`src/rtl/acs_defs.vh`:
```
// register map, field positions and reset values of the setup sequencer
`ifndef ACS_DEFS_VH
`define ACS_DEFS_VH
`define ACS_REG_CONV_MODE 8'h01
`define ACS_REG_PORT_MODE 8'h02
`define ACS_REG_CH_BASE 8'h10
`define ACS_REG_SETUP_BASE 8'h20
`define ACS_REG_FILT_BASE 8'h28
`define ACS_REG_OFS_BASE 8'h30
`define ACS_REG_GAIN_BASE 8'h38
`define ACS_CONV_MODE_RST 16'h8000
`define ACS_CONV_MODE_MASK 16'ha77c
`define ACS_PORT_MODE_RST 16'h0000
`define ACS_PORT_MODE_MASK 16'h1ded
`define ACS_CH0_RST 16'h8001
`define ACS_CHN_RST 16'h0001
`define ACS_CH_MASK 16'hf3ff
`define ACS_SETUP_RST 16'h1020
`define ACS_FILT_RST 16'h0000
`define ACS_OFS_RST 24'h800000
`define ACS_REF_EN_BIT 15
`define ACS_SINGLE_CYCLE_SETTLE_BIT 13
`define ACS_DELAY_HI 10
`define ACS_DELAY_LO 8
`define ACS_MODE_HI 6
`define ACS_MODE_LO 4
`define ACS_CLK_HI 3
`define ACS_CLK_LO 2
`define ACS_ALTERNATE_SYNC_FUNCTION_BIT 12
`define ACS_DRIVE_BIT 11
`define ACS_HIDE_DLY_BIT 10
`define ACS_OUT_RST_BIT 8
`define ACS_CONT_RD_BIT 7
`define ACS_STAT_APP_BIT 6
`define ACS_REG_CHK_BIT 5
`define ACS_CRC_HI 3
`define ACS_CRC_LO 2
`define ACS_SHORT_WORD_LENGTH_BIT 0
`define ACS_CH_EN_BIT 15
`define ACS_CH_SET_HI 14
`define ACS_CH_SET_LO 12
`define ACS_CH_POS_HI 9
`define ACS_CH_POS_LO 5
`define ACS_CH_NEG_HI 4
`define ACS_CH_NEG_LO 0
`define ACS_MODE_CONT 3'h0
`define ACS_MODE_SINGLE 3'h1
`define ACS_MODE_STANDBY 3'h2
`define ACS_MODE_PWRDN 3'h3
`define ACS_MODE_INT_ZS 3'h4
`define ACS_MODE_SYS_ZS 3'h6
`define ACS_MODE_SYS_FS 3'h7
`endif

```
`src/rtl/acs_coef_mem.v`:
```
// per-setup coefficient store with two registered read ports
`timescale 1ns/1ps
module acs_coef_mem #(
  parameter DEPTH = 4,
  parameter AW = 2,
  parameter DW = 24
) (
  input wire clk, // system clock
  input wire we, // write strobe
  input wire [AW-1:0] waddr, // write setup index
  input wire [DW-1:0] wdata, // write data
  input wire [AW-1:0] raddr_a, // register read index
  output reg [DW-1:0] rdata_a, // register read data
  input wire [AW-1:0] raddr_b, // conversion read index
  output reg [DW-1:0] rdata_b // conversion read data
);
  reg [DW-1:0] mem_r [0:DEPTH-1];

  always @(posedge clk) begin
    if (we) begin
      mem_r[waddr] <= wdata;
    end
    rdata_a <= mem_r[raddr_a];
    rdata_b <= mem_r[raddr_b];
  end
endmodule // acs_coef_mem

```
`src/rtl/acs_sequencer.v`:
```
// configuration registers, coefficients and channel sequencer
`timescale 1ns/1ps
`include "acs_defs.vh"
module acs_sequencer #(
  parameter NCH = 4,
  parameter NSET = 4
) (
  input wire clk, // 125 MHz system clock
  input wire rst, // synchronous reset, active high
  input wire [47:0] trim_gain, // factory gain trims, 4 x 12 bits packed
  input wire reg_wr, // register write strobe from serial port
  input wire reg_rd, // register read strobe from serial port
  input wire [7:0] reg_addr, // register address
  input wire [23:0] reg_wdata, // register write data
  output reg [23:0] reg_rdata, // register read data
  output reg reg_rvalid, // read data valid pulse
  input wire conv_done, // filter finished one conversion
  input wire [23:0] cal_value, // calibration result
  output reg [2:0] mode, // converter operating mode field
  output reg [2:0] clk_src, // {pad,clock_source_choice}
  output reg ref_en, // internal reference enable
  output reg single_cycle_settle, // settle in one cycle
  output reg [2:0] settle_delay, // delay field
  output reg [15:0] port_mode, // serial_port_mode_control value
  output reg seq_active, // converting
  output reg [1:0] cur_ch, // channel being converted
  output reg [4:0] positive_input_choice, // mux positive pin
  output reg [4:0] negative_input_choice, // mux negative pin
  output reg [15:0] setup_configuration, // active setup config
  output reg [15:0] filter_configuration, // active filter config
  output reg [23:0] offset_coefficient, // active offset
  output reg [23:0] gain_coefficient // active gain
);
  ////////////////////////////////////////////////////////////////////////
  reg [15:0] conv_mode_r;
  reg [15:0] port_mode_r;
  reg [15:0] ch_r [0:NCH-1];
  reg [15:0] setup_r [0:NSET-1];
  reg [15:0] filt_r [0:NSET-1];
  reg [1:0] cur_r;
  reg [1:0] cur_nxt;
  reg trim_load_r;
  reg [1:0] trim_idx_r;
  wire [NCH-1:0] en_vec;
  reg rd_pend_r;
  reg [23:0] rd_hold_r;
  reg [1:0] rd_sel_r;
  wire [23:0] ofs_rd;
  wire [23:0] gain_rd;
  wire [23:0] ofs_cv;
  wire [23:0] gain_cv;
  wire [1:0] cur_setup;
  wire [2:0] mode_f;
  wire ofs_cal;
  wire gain_cal;
  wire ofs_hostwr;
  wire gain_hostwr;
  reg ofs_we;
  reg gain_we;
  reg [1:0] ofs_wa;
  reg [1:0] gain_wa;
  reg [23:0] ofs_wd;
  reg [23:0] gain_wd;
  integer i;
  integer j;
  genvar g;

  // true when the address falls inside a block of four registers
  function blk_hit;
    input [7:0] a;
    input [7:0] base;
    begin
      if (a >= base && a < base + 8'h04) begin
        blk_hit = 1'b1;
      end else begin
        blk_hit = 1'b0;
      end
    end
  endfunction

  ////////////////////////////////////////////////////////////////////////
  // converter and serial port mode registers
  always @(posedge clk) begin
    if (rst) begin
      conv_mode_r <= `ACS_CONV_MODE_RST;
      port_mode_r <= `ACS_PORT_MODE_RST;
    end else if (reg_wr) begin
      if (reg_addr == `ACS_REG_CONV_MODE) begin
        conv_mode_r <= reg_wdata[15:0] & `ACS_CONV_MODE_MASK;
      end else if (reg_addr == `ACS_REG_PORT_MODE) begin
        port_mode_r <= reg_wdata[15:0] & `ACS_PORT_MODE_MASK;
      end
    end
  end

  assign mode_f = conv_mode_r[`ACS_MODE_HI:`ACS_MODE_LO];

  always @(posedge clk) begin
    if (rst) begin
      mode <= `ACS_MODE_CONT;
      clk_src <= 3'h0;
      ref_en <= 1'b1;
      single_cycle_settle <= 1'b0;
      settle_delay <= 3'h0;
      port_mode <= `ACS_PORT_MODE_RST;
    end else begin
      mode <= mode_f;
      clk_src <= {1'b0, conv_mode_r[`ACS_CLK_HI:`ACS_CLK_LO]};
      ref_en <= conv_mode_r[`ACS_REF_EN_BIT];
      single_cycle_settle <= conv_mode_r[`ACS_SINGLE_CYCLE_SETTLE_BIT];
      settle_delay <= conv_mode_r[`ACS_DELAY_HI:`ACS_DELAY_LO];
      port_mode <= port_mode_r;
    end
  end

  ////////////////////////////////////////////////////////////////////////
  // channel, setup and filter registers
  always @(posedge clk) begin
    if (rst) begin
      for (i = 0; i < NCH; i = i + 1) begin
        ch_r[i] <= (i == 0) ? `ACS_CH0_RST : `ACS_CHN_RST;
      end
      for (i = 0; i < NSET; i = i + 1) begin
        setup_r[i] <= `ACS_SETUP_RST;
        filt_r[i] <= `ACS_FILT_RST;
      end
    end else if (reg_wr) begin
      if (blk_hit(reg_addr, `ACS_REG_CH_BASE)) begin
        // positive/negative fields take any pin code
        ch_r[reg_addr[1:0]] <= reg_wdata[15:0] & `ACS_CH_MASK;
      end else if (blk_hit(reg_addr, `ACS_REG_SETUP_BASE)) begin
        setup_r[reg_addr[1:0]] <= reg_wdata[15:0];
      end else if (blk_hit(reg_addr, `ACS_REG_FILT_BASE)) begin
        filt_r[reg_addr[1:0]] <= reg_wdata[15:0];
      end
    end
  end

  ////////////////////////////////////////////////////////////////////////
  // coefficient writes: host, calibration, power-on gain trim load
  assign ofs_hostwr = reg_wr && blk_hit(reg_addr, `ACS_REG_OFS_BASE);
  assign gain_hostwr = reg_wr && blk_hit(reg_addr, `ACS_REG_GAIN_BASE);
  assign ofs_cal = conv_done && (mode_f == `ACS_MODE_INT_ZS ||
                                 mode_f == `ACS_MODE_SYS_ZS);
  assign gain_cal = conv_done && (mode_f == `ACS_MODE_SYS_FS);
  assign cur_setup = ch_r[cur_r][13:12];

  // trim load walks all setups after reset; offsets reload mid-scale
  always @(posedge clk) begin
    if (rst) begin
      trim_load_r <= 1'b1;
      trim_idx_r <= 2'h0;
    end else if (trim_load_r) begin
      trim_idx_r <= trim_idx_r + 2'h1;
      if (trim_idx_r == NSET - 1) begin
        trim_load_r <= 1'b0;
      end
    end
  end

  always @* begin
    ofs_we = 1'b0;
    ofs_wa = 2'h0;
    ofs_wd = 24'h000000;
    gain_we = 1'b0;
    gain_wa = 2'h0;
    gain_wd = 24'h000000;
    if (trim_load_r) begin
      ofs_we = 1'b1;
      ofs_wa = trim_idx_r;
      ofs_wd = `ACS_OFS_RST;
      gain_we = 1'b1;
      gain_wa = trim_idx_r;
      // trim sits in the upper half, lower bits zero
      gain_wd = {trim_gain[trim_idx_r*12 +: 12], 12'h000};
    end else begin
      if (ofs_hostwr) begin
        ofs_we = 1'b1;
        ofs_wa = reg_addr[1:0];
        ofs_wd = reg_wdata;
      end else if (ofs_cal) begin
        ofs_we = 1'b1;
        ofs_wa = cur_setup;
        ofs_wd = cal_value;
      end
      if (gain_hostwr) begin
        gain_we = 1'b1;
        gain_wa = reg_addr[1:0];
        gain_wd = reg_wdata;
      end else if (gain_cal) begin
        gain_we = 1'b1;
        gain_wa = cur_setup;
        gain_wd = cal_value;
      end
    end
  end

  acs_coef_mem #(.DEPTH(NSET), .AW(2), .DW(24)) u_ofs (
    .clk(clk),
    .we(ofs_we),
    .waddr(ofs_wa),
    .wdata(ofs_wd),
    .raddr_a(reg_addr[1:0]),
    .rdata_a(ofs_rd),
    .raddr_b(cur_setup),
    .rdata_b(ofs_cv)
  );

  acs_coef_mem #(.DEPTH(NSET), .AW(2), .DW(24)) u_gain (
    .clk(clk),
    .we(gain_we),
    .waddr(gain_wa),
    .wdata(gain_wd),
    .raddr_a(reg_addr[1:0]),
    .rdata_a(gain_rd),
    .raddr_b(cur_setup),
    .rdata_b(gain_cv)
  );

  ////////////////////////////////////////////////////////////////////////
  // channel sequencer
  generate
    for (g = 0; g < NCH; g = g + 1) begin : g_en
      assign en_vec[g] = ch_r[g][`ACS_CH_EN_BIT];
    end
  endgenerate

  // next enabled channel above current, else lowest enabled
  always @* begin
    cur_nxt = cur_r;
    for (j = NCH - 1; j >= 0; j = j - 1) begin
      if (en_vec[j]) begin
        cur_nxt = j[1:0];
      end
    end
    for (j = NCH - 1; j >= 0; j = j - 1) begin
      if (en_vec[j] && j > cur_r) begin
        cur_nxt = j[1:0];
      end
    end
  end

  always @(posedge clk) begin
    if (rst) begin
      cur_r <= 2'h0;
    end else if (!en_vec[cur_r]) begin
      cur_r <= cur_nxt;
    end else if (conv_done && mode_f == `ACS_MODE_CONT) begin
      cur_r <= cur_nxt;
    end
  end

  always @(posedge clk) begin
    if (rst) begin
      seq_active <= 1'b0;
      cur_ch <= 2'h0;
      positive_input_choice <= 5'h00;
      negative_input_choice <= 5'h00;
      setup_configuration <= 16'h0000;
      filter_configuration <= 16'h0000;
      offset_coefficient <= 24'h000000;
      gain_coefficient <= 24'h000000;
    end else begin
      seq_active <= (|en_vec) && !trim_load_r &&
                    (mode_f == `ACS_MODE_CONT ||
                     mode_f == `ACS_MODE_SINGLE);
      cur_ch <= cur_r;
      positive_input_choice <= ch_r[cur_r][`ACS_CH_POS_HI:`ACS_CH_POS_LO];
      negative_input_choice <= ch_r[cur_r][`ACS_CH_NEG_HI:`ACS_CH_NEG_LO];
      setup_configuration <= setup_r[cur_setup];
      filter_configuration <= filt_r[cur_setup];
      offset_coefficient <= ofs_cv;
      gain_coefficient <= gain_cv;
    end
  end

  ////////////////////////////////////////////////////////////////////////
  // read path: coefficient memory answers one cycle later
  always @(posedge clk) begin
    if (rst) begin
      rd_pend_r <= 1'b0;
      rd_hold_r <= 24'h000000;
      rd_sel_r <= 2'h0;
    end else begin
      rd_pend_r <= reg_rd;
      rd_sel_r <= 2'h0;
      rd_hold_r <= 24'h000000;
      if (reg_addr == `ACS_REG_CONV_MODE) begin
        rd_hold_r <= {8'h00, conv_mode_r};
      end else if (reg_addr == `ACS_REG_PORT_MODE) begin
        rd_hold_r <= {8'h00, port_mode_r};
      end else if (blk_hit(reg_addr, `ACS_REG_CH_BASE)) begin
        rd_hold_r <= {8'h00, ch_r[reg_addr[1:0]]};
      end else if (blk_hit(reg_addr, `ACS_REG_SETUP_BASE)) begin
        rd_hold_r <= {8'h00, setup_r[reg_addr[1:0]]};
      end else if (blk_hit(reg_addr, `ACS_REG_FILT_BASE)) begin
        rd_hold_r <= {8'h00, filt_r[reg_addr[1:0]]};
      end else if (blk_hit(reg_addr, `ACS_REG_OFS_BASE)) begin
        rd_sel_r <= 2'h1;
      end else if (blk_hit(reg_addr, `ACS_REG_GAIN_BASE)) begin
        rd_sel_r <= 2'h2;
      end
    end
  end

  always @(posedge clk) begin
    if (rst) begin
      reg_rdata <= 24'h000000;
      reg_rvalid <= 1'b0;
    end else begin
      reg_rvalid <= rd_pend_r;
      if (rd_pend_r) begin
        if (rd_sel_r == 2'h1) begin
          reg_rdata <= ofs_rd;
        end else if (rd_sel_r == 2'h2) begin
          reg_rdata <= gain_rd;
        end else begin
          reg_rdata <= rd_hold_r;
        end
      end
    end
  end
endmodule // acs_sequencer

```
`config.mk`:
```
export PLATFORM = sky130hd
export DESIGN_NAME = acs_sequencer
export DESIGN_NICKNAME = d
export VERILOG_FILES = /design/src/rtl/acs_coef_mem.v /design/src/rtl/acs_sequencer.v
export VERILOG_INCLUDE_DIRS = /design/src /design/src/rtl
export SDC_FILE = /design/constraint.sdc
export NUM_CORES = 1
export LEC_CHECK = 0
export BUFFER_PORTS_ARGS = -buffer_cell sky130_fd_sc_hd__buf_2
export CORE_MARGIN = 8
export CORE_UTILIZATION = 59
export DETAILED_ROUTE_END_ITERATION = 12
export PLACE_DENSITY = 0.79
export SYNTH_ARGS = -nofsm -noshare
export SYNTH_HDL_FRONTEND = slang
export SYNTH_HIERARCHICAL = 1
export SYNTH_SLANG_ARGS = --single-unit
```
`constraint.sdc`:
```
create_clock -name clk -period 6.2 [get_ports clk]
set_input_delay 1.24 -clock clk [delete_from_list [all_inputs] [get_ports clk]]
set_output_delay 1.24 -clock clk [all_outputs]
set_load 0.005 [all_outputs]
```
==> impl_metrics.toml <==
[outcome]
status = "complete, no violations"

[yosys]
synth_flop_cell = "edfxtp_1"
netlist_area_um2 = 27100
synth_warnings = 6
synth_cell_type_count = 62
yosys.area.top_type_share_pct = 41.66
synth_area_per_cell_um2 = 14.94
yosysSeqAreaShare_pct = 62.35
synth_edf_count = 376
synth_cells = 1814
yosysTopAreaCell = "edfxtp_1"
synth-seq-cells = 656
async_reset_ff_share_pct = 0
synth.area.top_cells = "edfxtp_1, dfxtp_1, mux4_2"

[worst_setup_path]
slowest_stage = "mux4_4"
timing.rr.end = "u_gain/mem_r[2][17]"
critPathCaptureType = "flip-flop"
critPathMaxStageDelay_ns = 1.08
crit_type = "flip-flop to flip-flop"
r2r_slack_ns = 2.28
startpoint_type = "flip-flop"
worstPathMaxFanout = 28
critical-path-top-delay-family = "simple AND/OR/NAND/NOR gates"
path_buf_inv = 1
path_cells = "mux4_4, nand2_1, a311oi_1, and3b_1, buf_4"
endpoint = "u_gain/mem_r[2][17]"
worstPathArrival_ns = 4.21
reg2regPathDepth = 5
cp.required_ns = 6.49
cp.depth = 5

[drt]
vias_per_cell = 6.460
num_vias = 17280
drtAntennaViolNets = 0
dr.pass1.iters = 6
drt_iter0_drc = 2360
wl_per_cell_um = 27.53
wirelength_um = 73630
drcViolationCount = 0

[placement]
numPortBuffers = 246
gp_congestion = 0.9781
detailedPlace.worstSlack_ns = 1.766
dp.final_hpwl_um = 48840

[clock_network]
post_cts_buffers = 0
cts_tree = "yes"
clock_sinks = 656
clock_latency_ns = 0.59
hold_buffers = 0
cts_max_level = 3
cts-resized-gates = 0
clk_pin_slew_worst_paths_ns = 0.06
clock_path_buffers = 3
cts_buffers = 66
clock_tree.root_cell = "clkbuf_16"

[global_routing]
overflow = 0
grt_pass1_wl_um = 108800
grt_pass1_vias = 17160
grt_max_degree = 71
track_usage_pct = 27.23
antenna_found_initial = 7

[timing]
rsz0062_at_grt = "no"
worst_slack_ns = 2.278
fin_worst_skew_ns = 0.02463
final-max-slew-violation-count = 0
fmax_ghz = 0.2550
timing.hold.ws_ns = 0.4348
hold_viol_final = 0
min_period_over_period_pct = 63.25
relSlewSlack_pct = 17.44
min_period_ns = 3.922
setup-violations-final = 0
tightest_slew_ns = 1.233
setup_tns_ns = 0

[floorplanning]
die_y_um = 230.3
fp-row-count = 78
die_width_um = 230.3
start_util_pct = 59.72
boundaryPins = 254
coreArea_um2 = 45380
fp.dieArea_um2 = 53050

[power_and_ir_drop]
p_comb_share_pct = 13.4
p_sw_share_pct = 24.81
p_leak_nw = 11.73
pwr_density_cell_nw_per_um2 = 356.0
ir_worst_vdd_mv = 0.2248
power.switching_w = 0.002719
p_int_w = 0.008240
total_power_w = 0.01096
clkPwrFrac_pct = 35.6
seqPwrFrac_pct = 51.0

[final_layout]
area_growth_pct = 13.58
drive_gt1_share_pct = 26.97
fillCellCount = 3039
multi_input_area_um2 = 9384
layout.nets = 2126
post-route-util_pct = 67.83
seqCellArea_um2 = 16900

[run]
drv_cap = 0

[worst_hold_path]
hp-class = "flip-flop to flip-flop"
==> cells in the final DEF (no fill, tap or decap), types with 6 or more instances in the layout <==
cell type,Yosys,layout
mux4_2,150,148
buf_4,7,46
clkbuf_1,104,23
conb_1,1,7
nor3_1,6,6
a211oi_1,15,15
edfxtp_1,376,376
and3_1,63,63
clkinv_2,0,13
o22ai_1,32,32
a22o_1,13,13
inv_1,10,10
and2_1,133,133
o21ai_0,26,19
dfxtp_1,280,278
clkbuf_16,0,72
nor2_1,70,70
nor2b_1,74,74
nand3_1,29,29
nand2_1,46,46
a22oi_1,38,38
mux2i_1,153,153
nand4_1,15,15
mux4_1,16,16
diode_2,0,6
buf_2,28,243
a21oi_1,37,37
==> routing by layer <==
| metal | global-route usage, % | wire length, µm |
|---|---|---|
| met2 | 41.34 | 33230 |
| met3 | 6.575 | 9151 |
| met4 | 12.69 | 3762 |
| met1 | 37.01 | 27480 |
| met5 | 0 | 12 |
==> worst reg2reg max path, stage by stage (launching register included) <==
cell and delay, ns:
dfxtp_1 0.89, mux4_4 1.09, nand2_1 0.19, a311oi_1 0.18
and3b_1 0.98, buf_4 0.31
==> sequential cells by signal, summed over array words and instances (netlist names), 16 cells and up, named ones only <==
register	cells
rd_hold_r	16
filt_r	64
gain_coefficient	24
setup_r	64
u_gain/rdata_a	24
u_ofs/rdata_b	24
u_gain/rdata_b	24
reg_rdata	24
offset_coefficient	24
u_ofs/rdata_a	24
filter_configuration	16
ch_r	56
setup_configuration	16
u_ofs/mem_r	96
u_gain/mem_r	96
==> cell families (layout without fill, tap and decap cells) <==
family                   count (synthesis)  in the layout  synth area share [%]
multiplexers                           319            319                 19.67
flip-flops                             656            656                 62.35
XOR/XNOR                                 2              2               0.06465
adder cells (fa/ha/maj)                  1              1               0.04616
AND/OR/NAND/NOR                        474            474                 9.982
other                                    1             13               0.01384
buffers and inverters                  173            422                 3.269
AO/OA/AOI/OAI                          188            188                 4.608
==> power groups by stage <==
| stage | Combinational [W] | Clock (W) | Sequential, W |
|---|---|---|---|
| after floorplan | 0.000972 | 0 | 0.00554 |
| after global placement | 0.00143 | 0 | 0.00561 |
| after detailed placement | 0.00146 | 0 | 0.00565 |
| after CTS | 0.00147 | 0.00394 | 0.00558 |
| after global routing | 0.00155 | 0.00410 | 0.00564 |
| final | 0.00147 | 0.00390 | 0.00559 |
==> area by class of cell <==
cell class              instances  share of cell area [%]
clock buffers                 100                   6.357
inverters                      11                  0.1341
repair buffers                290                   5.110
diodes                          6                 0.04878
clock inverters                21                  0.5244
multi-input cells             991                   30.49
flip-flops and latches        656                   54.90
well taps                     600                   2.439
==> synthesized netlist by cell type (5+ instances only) <==
cell / n
and3_1: 63
buf_12: 8
nand4_1: 15
mux2i_1: 153
a22o_1: 13
nand3_1: 29
o31ai_1: 5
mux4_1: 16
buf_2: 28
nand2b_1: 5
nand2_1: 46
clkbuf_1: 104
buf_1: 9
a211oi_1: 15
o22ai_1: 32
nor2b_1: 74
and2_1: 133
a22oi_1: 38
buf_4: 7
o21ai_0: 26
a21oi_1: 37
edfxtp_1: 376
inv_1: 10
buf_6: 6
nor2_1: 70
nor3_1: 6
dfxtp_1: 280
mux4_2: 150
==> per-stage QoR <==
stage	instance area [µm²]	std cells
after floorplan	27120	1820
after global placement	28650	2548
after detailed placement	28650	2548
after CTS	30770	2669
after global routing	30770	2672
final	30780	2675
==> worst min path at each step <==
stage / start / to / slack (ns) / cells past startpoint
floorplan: u_gain/rdata_b[0] / gain_coefficient[0] / 0.41 / 1
global placement: u_gain/rdata_b[0] / gain_coefficient[0] / 0.42 / 1
detailed placement: u_ofs/rdata_b[1] / offset_coefficient[1] / 0.42 / 1
CTS: u_ofs/rdata_b[1] / offset_coefficient[1] / 0.44 / 1
global route: u_gain/rdata_b[16] / gain_coefficient[16] / 0.45 / 1
finish: u_ofs/rdata_b[1] / offset_coefficient[1] / 0.43 / 1
(Power assumes the default switching activity.)
